`src/pkg/ldpwm_pkg.sv`:
```
// shared constants, types and helpers for the led dimming pwm engine
package ldpwm_pkg;

  localparam int NCH    = 2;
  localparam int DUTY_W = 10;
  localparam int MV_W   = 13;
  localparam int RES_W  = 17;

  // timing base
  localparam int CLK_HZ      = 100_000_000;
  localparam int DIG_FMAX_HZ = 1000;
  localparam int DIG_IDLE_MS = 20;
  localparam int FAULT_PER_MS = 10;
  localparam logic [16:0] DIG_MIN_CYC   = 17'(CLK_HZ / DIG_FMAX_HZ);
  localparam logic [20:0] DIG_IDLE_CYC  = 21'(DIG_IDLE_MS * (CLK_HZ / 1000));
  localparam logic [19:0] FAULT_PER_CYC = 20'(FAULT_PER_MS * (CLK_HZ / 1000));

  // input thresholds in millivolts
  localparam logic [12:0] LOW_THR_MV  = 13'h0320;
  localparam logic [12:0] HIGH_THR_MV = 13'h0FA0;
  localparam logic [12:0] ZERO_MV     = 13'h03E8;
  localparam logic [12:0] FULL_MV     = 13'h0E10;
  localparam logic [21:0] SPAN_MV     = 22'h000A28;
  localparam logic [9:0]  DUTY_MAX    = 10'h3FF;
  localparam logic [9:0]  DUTY_RST    = 10'h000;

  // period = coef * R; at 100 MHz coef is 7.4 (high) or 74 (low) cycles per ohm
  localparam logic [23:0] PER_COEF_X10 = 24'h00004A;
  localparam logic [23:0] HR_DIV       = 24'h002800;
  localparam logic [23:0] LR_DIV       = 24'h000400;
  localparam logic [15:0] STEP_RST     = 16'h0000;

  localparam logic [2:0] FT_S2G   = 3'h0;
  localparam logic [2:0] FT_OVFB  = 3'h1;
  localparam logic [2:0] FT_OTEMP = 3'h2;
  localparam logic [2:0] FT_OVFBH = 3'h3;
  localparam logic [2:0] FT_OCUR  = 3'h4;

  typedef enum logic [1:0] {
    MODE_OFF = 2'b00,
    MODE_DIG = 2'b01,
    MODE_EMB = 2'b10
  } ldpwm_mode_t;

  typedef struct packed {
    logic [12:0] level_mv;
    logic        high_rng;
    logic        low_rng;
    logic [16:0] res_ohm;
    logic        fault;
    logic [2:0]  fault_type;
  } ldpwm_in_t;

  typedef struct packed {
    logic pmos_on;
    logic gate_en;
    logic fault_rpt;
    logic vloop_en;
    logic ov_cmp_en;
  } ldpwm_out_t;

  function automatic logic [9:0] lvl_to_duty(input logic [12:0] mv);
    logic [21:0] d;
    d = 22'h0;
    if (mv <= ZERO_MV) begin
      return DUTY_RST;
    end
    if (mv >= FULL_MV) begin
      return DUTY_MAX;
    end
    d = (22'(mv - ZERO_MV) * 22'(DUTY_MAX)) / SPAN_MV;
    return d[9:0];
  endfunction

  function automatic logic [15:0] step_len(input logic [16:0] res, input logic high);
    logic [23:0] p;
    logic [23:0] q;
    p = 24'(res) * PER_COEF_X10;
    q = high ? (p / HR_DIV) : (p / LR_DIV);
    if (q == 24'h0) begin
      q = 24'h1;
    end
    return q[15:0];
  endfunction

  function automatic logic [9:0] fault_duty(input logic [2:0] ft);
    logic [9:0] r;
    case (ft)
      FT_S2G:   r = 10'h0CD;
      FT_OVFB:  r = 10'h19A;
      FT_OTEMP: r = 10'h266;
      FT_OVFBH: r = 10'h333;
      FT_OCUR:  r = 10'h3E6;
      default:  r = 10'h200;
    endcase
    return r;
  endfunction

endpackage

```
`src/hdl/ldpwm_top.sv`:
```
// dual channel dimming engine: digital pattern follower and embedded pwm
`timescale 1ns/1ps
`default_nettype none
// How it works
// - a channel sees a digital pattern only once its input has been both under 0.8 V and over 4.0 V.
// - the pattern counts only while its rising edges are at least 1 ms apart and the channel has no fault.
// - in digital mode, with a valid pattern and a high input the driver is enabled and the pmos is on, else both off.
// - the embedded engine runs only while the input lies between the 0% and the 100% level.
// - in embedded mode the input level becomes a 10-bit duty code.
// - the duty code rises linearly with the input, about 10% at 1.26 V.
// - in embedded mode the pmos output follows the generated pwm waveform.
// - the pwm period is 7.4e-8 or 7.4e-7 seconds per ohm of the range resistor, high or low range.
// - a fault holds the pmos output off while the embedded timebase and mode selection keep running.
// - in the high range each fault type is reported with its own duty cycle on the report pin.
// - in the high range the voltage loop is off and the overvoltage comparator is on.
// - in the low range a fault holds the report pin raised until it clears.
// - in the low range the voltage loop is enabled next to the current loop.
// - whatever dimming mode runs gates both the switching driver and the pmos driver.
// - an input under the low threshold gives zero duty.
module ldpwm_top #(
  parameter logic [16:0] DIG_MIN_CYC   = ldpwm_pkg::DIG_MIN_CYC,
  parameter logic [20:0] DIG_IDLE_CYC  = ldpwm_pkg::DIG_IDLE_CYC,
  parameter logic [19:0] FAULT_PER_CYC = ldpwm_pkg::FAULT_PER_CYC
) (
  input  wire logic                                      mclk_i,
  input  wire logic                                      reset_i,
  input  wire ldpwm_pkg::ldpwm_in_t [ldpwm_pkg::NCH-1:0] chan_i,
  output ldpwm_pkg::ldpwm_out_t     [ldpwm_pkg::NCH-1:0] chan_o,
  output ldpwm_pkg::ldpwm_mode_t    [ldpwm_pkg::NCH-1:0] mode_o
);
  import ldpwm_pkg::*;

  genvar g;
  generate
    for (g = 0; g < NCH; g++) begin : gen_ch
      // level classification, independent per channel
      wire [12:0] lvl     = chan_i[g].level_mv;
      wire        is_low  = lvl < LOW_THR_MV;
      wire        is_high = lvl > HIGH_THR_MV;
      wire        is_mid  = !is_low && !is_high;
      wire        in_win  = (lvl > ZERO_MV) && (lvl < FULL_MV);
      wire        fault   = chan_i[g].fault;

      // digital pattern tracking
      logic        high_d_ff;
      logic        seen_low_ff;
      logic        seen_high_ff;
      logic        fast_ff;
      logic [16:0] ecnt_ff;
      logic [20:0] idle_ff;
      logic        nxt_high_d;
      logic        nxt_seen_low;
      logic        nxt_seen_high;
      logic        nxt_fast;
      logic [16:0] nxt_ecnt;
      logic [20:0] nxt_idle;

      wire rise      = is_high && !high_d_ff;
      wire idle_out  = idle_ff >= DIG_IDLE_CYC;
      wire too_fast  = ecnt_ff < DIG_MIN_CYC;

      assign nxt_high_d    = is_high;
      // a level parked between thresholds long enough ends the pattern
      assign nxt_idle      = !is_mid ? 21'h0 : (idle_out ? idle_ff : idle_ff + 21'h1);
      // a fresh crossing beats the idle clear that lands in the same cycle
      assign nxt_seen_low  = (idle_out ? 1'b0 : seen_low_ff) | is_low;
      assign nxt_seen_high = (idle_out ? 1'b0 : seen_high_ff) | is_high;
      // interval counter saturates at the limit, so a slow pattern never wraps it
      assign nxt_ecnt      = rise ? 17'h0 : (too_fast ? ecnt_ff + 17'h1 : ecnt_ff);
      // first rising edge has no interval to judge, so only later edges can mark fast
      assign nxt_fast      = idle_out ? 1'b0
                           : (rise && seen_high_ff) ? too_fast : fast_ff;

      wire dig_valid = seen_low_ff && seen_high_ff && !fast_ff && !fault;

      // swing flags
      always_ff @(posedge mclk_i or posedge reset_i) begin
        if (reset_i) begin
          high_d_ff    <= 1'b0;
          seen_low_ff  <= 1'b0;
          seen_high_ff <= 1'b0;
        end else begin
          high_d_ff    <= nxt_high_d;
          seen_low_ff  <= nxt_seen_low;
          seen_high_ff <= nxt_seen_high;
        end
      end

      // edge spacing and idle timers
      always_ff @(posedge mclk_i or posedge reset_i) begin
        if (reset_i) begin
          fast_ff <= 1'b0;
          ecnt_ff <= 17'h0;
          idle_ff <= 21'h0;
        end else begin
          fast_ff <= nxt_fast;
          ecnt_ff <= nxt_ecnt;
          idle_ff <= nxt_idle;
        end
      end

      // embedded period timebase: 1024 phase steps per period
      logic [15:0] step_ff;
      logic [9:0]  ph_ff;
      logic [15:0] nxt_step;
      logic [9:0]  nxt_ph;
      wire  [15:0] slen      = step_len(chan_i[g].res_ohm, chan_i[g].high_rng);
      wire         step_done = step_ff >= slen - 16'h1;
      wire         boundary  = step_done && (ph_ff == DUTY_MAX);

      // resistor changes take effect within one step, never mid-compare glitch
      assign nxt_step = step_done ? STEP_RST : step_ff + 16'h1;
      assign nxt_ph   = step_done ? ph_ff + 10'h1 : ph_ff;

      // duty code and mode latched only at period end
      logic [9:0]  duty_ff;
      logic [9:0]  nxt_duty;
      ldpwm_mode_t mode_ff;
      ldpwm_mode_t nxt_mode;
      ldpwm_mode_t sel_mode;
      wire  [9:0]  duty_now = lvl_to_duty(lvl);

      assign sel_mode = dig_valid ? MODE_DIG
                      : (in_win ? MODE_EMB : MODE_OFF);
      assign nxt_mode = boundary ? sel_mode : mode_ff;
      assign nxt_duty = boundary ? duty_now : duty_ff;

      // period timebase
      always_ff @(posedge mclk_i or posedge reset_i) begin
        if (reset_i) begin
          step_ff <= STEP_RST;
          ph_ff   <= DUTY_RST;
        end else begin
          step_ff <= nxt_step;
          ph_ff   <= nxt_ph;
        end
      end

      // period-end latches
      always_ff @(posedge mclk_i or posedge reset_i) begin
        if (reset_i) begin
          duty_ff <= DUTY_RST;
          mode_ff <= MODE_OFF;
        end else begin
          duty_ff <= nxt_duty;
          mode_ff <= nxt_mode;
        end
      end

      // output gating
      logic dim_on;
      wire  pwm_on = ph_ff < duty_ff;

      always_comb begin
        dim_on = 1'b0;
        unique case (mode_ff)
          MODE_OFF: dim_on = 1'b0;
          MODE_DIG: dim_on = dig_valid && is_high;
          MODE_EMB: dim_on = pwm_on && in_win;
          default:  dim_on = 1'b0;
        endcase
      end

      logic pmos_ff;
      logic gate_ff;
      logic vloop_ff;
      logic ovc_ff;
      logic nxt_pmos;
      logic nxt_gate;
      logic nxt_vloop;
      logic nxt_ovc;
      wire  nxt_on = dim_on && !fault;

      assign nxt_pmos  = nxt_on;
      assign nxt_gate  = nxt_on;
      assign nxt_vloop = chan_i[g].low_rng;
      assign nxt_ovc   = chan_i[g].high_rng;

      // dimming drivers
      always_ff @(posedge mclk_i or posedge reset_i) begin
        if (reset_i) begin
          pmos_ff <= 1'b0;
          gate_ff <= 1'b0;
        end else begin
          pmos_ff <= nxt_pmos;
          gate_ff <= nxt_gate;
        end
      end

      // loop selection follows the range decode one cycle late
      always_ff @(posedge mclk_i or posedge reset_i) begin
        if (reset_i) begin
          vloop_ff <= 1'b0;
          ovc_ff   <= 1'b0;
        end else begin
          vloop_ff <= nxt_vloop;
          ovc_ff   <= nxt_ovc;
        end
      end

      logic rpt;
      ldpwm_frpt #(
        .FAULT_PER_CYC (FAULT_PER_CYC)
      ) u_frpt (
        .mclk_i     (mclk_i),
        .reset_i    (reset_i),
        .fault_i    (fault),
        .type_i     (chan_i[g].fault_type),
        .high_rng_i (chan_i[g].high_rng),
        .low_rng_i  (chan_i[g].low_rng),
        .rpt_o      (rpt)
      );

      assign chan_o[g].pmos_on   = pmos_ff;
      assign chan_o[g].gate_en   = gate_ff;
      assign chan_o[g].fault_rpt = rpt;
      assign chan_o[g].vloop_en  = vloop_ff;
      assign chan_o[g].ov_cmp_en = ovc_ff;
      assign mode_o[g]           = mode_ff;
    end
  endgenerate
endmodule
`default_nettype wire

```
`src/hdl/ldpwm_frpt.sv`:
```
// fault report waveform generator for one channel
`timescale 1ns/1ps
`default_nettype none
module ldpwm_frpt #(
  parameter logic [19:0] FAULT_PER_CYC = ldpwm_pkg::FAULT_PER_CYC
) (
  input  wire logic       mclk_i,
  input  wire logic       reset_i,
  input  wire logic       fault_i,
  input  wire logic [2:0] type_i,
  input  wire logic       high_rng_i,
  input  wire logic       low_rng_i,
  output logic            rpt_o
);
  import ldpwm_pkg::*;

  logic [19:0] cnt_ff;
  logic [19:0] nxt_cnt;
  logic        rpt_ff;
  logic        nxt_rpt;
  wire  [31:0] cnt_scaled = {2'b00, cnt_ff, 10'h000};
  wire  [31:0] thr_scaled = 32'(FAULT_PER_CYC) * 32'(fault_duty(type_i));
  wire         in_high    = cnt_scaled < thr_scaled;

  // counter rests at zero so each fault starts with a fresh high phase
  assign nxt_cnt = (!fault_i || cnt_ff >= FAULT_PER_CYC - 20'h1) ? 20'h0 : cnt_ff + 20'h1;
  assign nxt_rpt = fault_i & ((high_rng_i & in_high) | low_rng_i);

  always_ff @(posedge mclk_i or posedge reset_i) begin
    if (reset_i) begin
      cnt_ff <= 20'h0;
      rpt_ff <= 1'b0;
    end else begin
      cnt_ff <= nxt_cnt;
      rpt_ff <= nxt_rpt;
    end
  end

  assign rpt_o = rpt_ff;
endmodule
`default_nettype wire

```
`config.mk`:
```
export PLATFORM = sky130hd
export DESIGN_NAME = ldpwm_top
export DESIGN_NICKNAME = d
export VERILOG_FILES = /design/src/pkg/ldpwm_pkg.sv /design/src/hdl/ldpwm_top.sv /design/src/hdl/ldpwm_frpt.sv
export SDC_FILE = /design/constraint.sdc
export NUM_CORES = 2
export LEC_CHECK = 0
export BUFFER_PORTS_ARGS = -buffer_cell sky130_fd_sc_hd__buf_2
export CELL_PAD_IN_SITES_DETAIL_PLACEMENT = 2
export CELL_PAD_IN_SITES_GLOBAL_PLACEMENT = 2
export CORE_AREA = 2 2 305 307
export DETAILED_ROUTE_END_ITERATION = 16
export DIE_AREA = 0 0 307 309
export PLACE_DENSITY_LB_ADDON = 0.05
export SYNTH_ARGS = -nofsm -noshare
export SYNTH_HDL_FRONTEND = slang
export SYNTH_SLANG_ARGS = --single-unit
```
`constraint.sdc`:
```
create_clock -name mclk_i -period 6.9 [get_ports mclk_i]
set_clock_uncertainty 0.05 [all_clocks]
set_input_delay 0.69 -clock mclk_i [delete_from_list [all_inputs] [get_ports mclk_i]]
set_output_delay 0.69 -clock mclk_i [all_outputs]
set_load 0.03 [all_outputs]
```
==> results of run 1 <==
==> kinds of logic after synthesis <==
logic type / share of synthesized area (%)
mux: 2.05
fa+ha+maj: 26.6
other cells: 0.0101
xor+xnor: 9.17
compound gates: 22.1
buf+inv: 7.22
flops: 14.0
simple gates: 18.9
==> metrics by stage <==
stage / setup slack (ns) / std cells / cell area, µm² / TNS, ns / hold slack (ns)
floorplan: -6.68 / 4568 / 38500 / -308.78 / 0.388
global placement: -7.00 / 6914 / 48700 / -386.09 / 0.403
==> impl_results.md, run 1 <==
* Die width at 307 µm
* Routability cong. at 0.871
* Synthesized netlist cell count at 4567
* Count of different cell masters after synthesis at 150
* Register area share after synthesis at 14.0%
* Die Y at 309 µm
* Synth Area per Inst at 8.15 µm²
* Top_reg_cell synth: dfrtp_1
* Failing step: detailed placement
* Status: stopped before the end
* Seq cells post-synth at 208
* Post-synth ARST share at 100%
* Cell with the most instances after synthesis: inv_1
* Tool error: [ERROR DPL-0033] detailed placement checks failed during check placement.
* Port bufs at 87
* Warnings, synthesis at 0
* Top cell type's share of synthesized area at 14.4%
* Final HPWL DP at 149000 µm
* Synth area leaders: ha_1, dfrtp_1, fa_1, inv_1, xnor2_1
* Synth Cell Area at 0.0372 mm²
* Largest area contributor in the netlist: ha_1
* # rows at 111
* Starting Density at 40.7%
* IO Count at 88
* Number of enable flip-flop cells after synthesis at 0
* Post-synth top cells: inv_1, nor2_1, ha_1, nand2_1, a21oi_1
==> inputs of run 2 (changes only) <==
Settings changed: CELL_PAD_IN_SITES_DETAIL_PLACEMENT 2 to unset, CELL_PAD_IN_SITES_GLOBAL_PLACEMENT 2 to unset, CORE_AREA 2 2 305 307 to 2 2 330 332, DIE_AREA 0 0 307 309 to 0 0 332 334, PLACE_DENSITY_LB_ADDON 0.05 to 0.15.
==> run 2 against run 1 <==
The flow now finishes, with violations (setup timing). Synthesized area stayed put. Synthesized cell count stayed put.
==> impl_results.md, run 2 <==
* CTS sink cnt at 208
* Met3 Track Usage GR at 1.58%
* RSZ-0062 raised after global routing: true
* DRT Wirelength at 106000 µm
* Clk Latency, worst-skew pair at 0.53 ns
* Synth Cell Area at 0.0372 mm²
* Post-synth ARST share at 100%
* Largest regs: gen_ch.idle_ff (42), gen_ch.u_frpt.cnt_ff (40), gen_ch.ecnt_ff (34)
* Number of global-route vias before repair at 37000
* Max reg flops at 42
* Die area at 0.111 mm²
* Avg WL per Cell at 14.3 µm
* Most common cell after layout, fill and taps aside: buf_4
* Remaining antenna violation count at 0
* R2R Setup Slk at 2.97 ns
* Max-cap violations at 0
* Synth Area per Inst at 8.15 µm²
* Fillers at 10300
* Final hold vios at 0
* Cts hold-fix bufs at 0
* CP max stage cell: fa_1
* Post-route DRC at 0
* Top_reg_cell synth: dfrtp_1
* Global route hottest layer: met2
* Register area share after synthesis at 14.0%
* CTS tree: yes
* Cell with the most instances after synthesis: inv_1
* Final min period at 12.93 ns
* GR Overflow Total at 0
* Crit start category: input port
* Port bufs at 87
* Worst Tran Pin Value at 0.948 ns
* CP Capture Type: flop
* CTS max path bufs at 3
* Depth of the CTS H-tree at 1
* Largest stage delay, worst path at 0.58 ns
* Number of enable flip-flop cells after synthesis at 0
* Endpoints failing setup at 76
* Warnings, synthesis at 0
* # rows at 121
* Die Y at 334 µm
* Slew headroom at 35.9%
* First-pass GRT wire length at 179000 µm
* Final WS setup at -6.03 ns
* Final HPWL DP at 83800 µm
* Post-synth top cells: inv_1, nor2_1, ha_1, nand2_1, a21oi_1
* Die width at 332 µm
* Status: finished with violations
* Num CTS Buffers at 24
* Critical Path RT at 7.25 ns
* Reg clk slew, reported paths at 0.06 ns
* IO Count at 88
* Drt pass-1 iters at 5
* Core region area at 0.108 mm²
* Synth-to-Final Area Change at 47.5%
* Top reg by flops: gen_ch.idle_ff
* Share of cells above drive strength 1 at 38.9%
* Synthesized netlist cell count at 4567
* M1 GR Usage at 25.3%
* Failing checks: setup timing
* Starting Density at 34.5%
* Total GRT Usage at 18.7%
* Commonest non-fill, non-tap cells in the layout: buf_4, inv_1, nor2_1
* Hold Slack at 0.204 ns
* Root Driver: clkbuf_16
* Top cell by count, worst path: buf_4
* Top cell type's share of synthesized area at 14.4%
* Tcrit/Tclk final at 187%
* Type of the most critical hold path: input port to async pin
* Seq cells post-synth at 208
* Global-route met2 utilization at 32.9%
* Via count at 36800
* Slew Limit Fails at 0
* Vias/cell at 4.96
* CP Class: input port to flop
* Fmax at 0.0773 GHz
* Net count, final at 6716
* CP arrival at 13.28 ns
* Crit path max fanout at 6
* Initial antenna violation count at 1
* Ant diodes at 0
* Largest net degree at the start of global routing at 82
* Largest area contributor in the netlist: ha_1
* Count of different cell masters after synthesis at 150
* DRT iter0 DRCs at 1652
* Synth area leaders: ha_1, dfrtp_1, fa_1, inv_1, xnor2_1
* Routability cong. at 0.871
-- run 2: cell counts after synthesis --
Identical to the previous run, type by type.
-- run 2: cell type report --
class / count / area, µm² / share of cell area (%)
tap: 1414 / 1770 / 3.22
clock buffer: 31 / 658 / 1.20
inverter: 534 / 2030 / 3.71
timing repair buffer: 1534 / 11900 / 21.6
multi-input combinational: 3687 / 33200 / 60.5
clock inverter: 13 / 155 / 0.283
sequential: 208 / 5200 / 9.48
-- run 2: stage by stage --
step	util [%]	instances	cell area, µm²	TNS [ns]	setup WS, ns
2_1_floorplan	-	4568	38500	-308.78	-6.68
3_3_place_gp	45.2	7102	48700	-376.98	-7.03
3_5_place_dp	45.2	7102	48700	-385.43	-7.13
4_1_cts	48.6	7333	52400	-324.59	-5.89
5_1_grt	50.9	7421	54900	-368.37	-6.58
6_report	50.9	7421	54900	-316.44	-6.03
-- run 2: per-layer routing --
| layer | share of wire (%) | wire (µm) |
|---|---|---|
| met1 | 48 | 50900 |
| met2 | 48 | 51400 |
| met3 | 2.6 | 2720 |
| met4 | 1.1 | 1220 |
| met5 | 0 | 0 |
-- run 2: cells by family after synthesis --
kind of cell / Yosys count / share of synthesized area [%]
buffers and inverters: 673 / 7.22
adder cells (fa/ha/maj): 658 / 26.6
XOR/XNOR: 377 / 9.17
flip-flops: 208 / 14.0
other: 1 / 0.0101
AO/OA/AOI/OAI: 1156 / 22.1
multiplexers: 68 / 2.05
AND/OR/NAND/NOR: 1426 / 18.9
-- run 2: repair_timing --
action / in CTS / in global routing
endpoints found under the hold margin: 0 / 0
setup buffers: 188 / 94
gates resized for setup: 295 / 374
gates cloned: 1 / 1
setup endpoints to repair: 76 / 76
pin swaps: 189 / 233
-- run 2: worst paths after layout --
check	from	endpoint	depth (start not counted)
worst min-delay path	reset_i	gen_ch[1].idle_ff[9]	2
worst max-delay path	chan_i[63]	gen_ch[1].duty_ff[0]	58
worst min register to register	gen_ch[1].seen_low_ff	gen_ch[1].seen_low_ff	2
worst max register to register	gen_ch[0].step_ff[0]	gen_ch[0].duty_ff[0]	29
max in group asynchronous	reset_i	gen_ch[1].idle_ff[14]	3
min in group mclk_i	chan_i[57]	gen_ch[1].vloop_ff	1
-- run 2: worst max-delay path, delay by kind of cell --
kind | cells | cell delay (ns)
adder cells (fa/ha/maj) | 7 | 2.92
XOR/XNOR | 2 | 0.36
AO/OA/AOI/OAI | 20 | 4.26
multiplexers | 4 | 0.88
buffers and inverters | 13 | 1.72
AND/OR/NAND/NOR | 12 | 2.45
Power of run 2 is not shown: default switching activity piles up to over one toggle a cycle in this logic, so the estimate is an artifact.
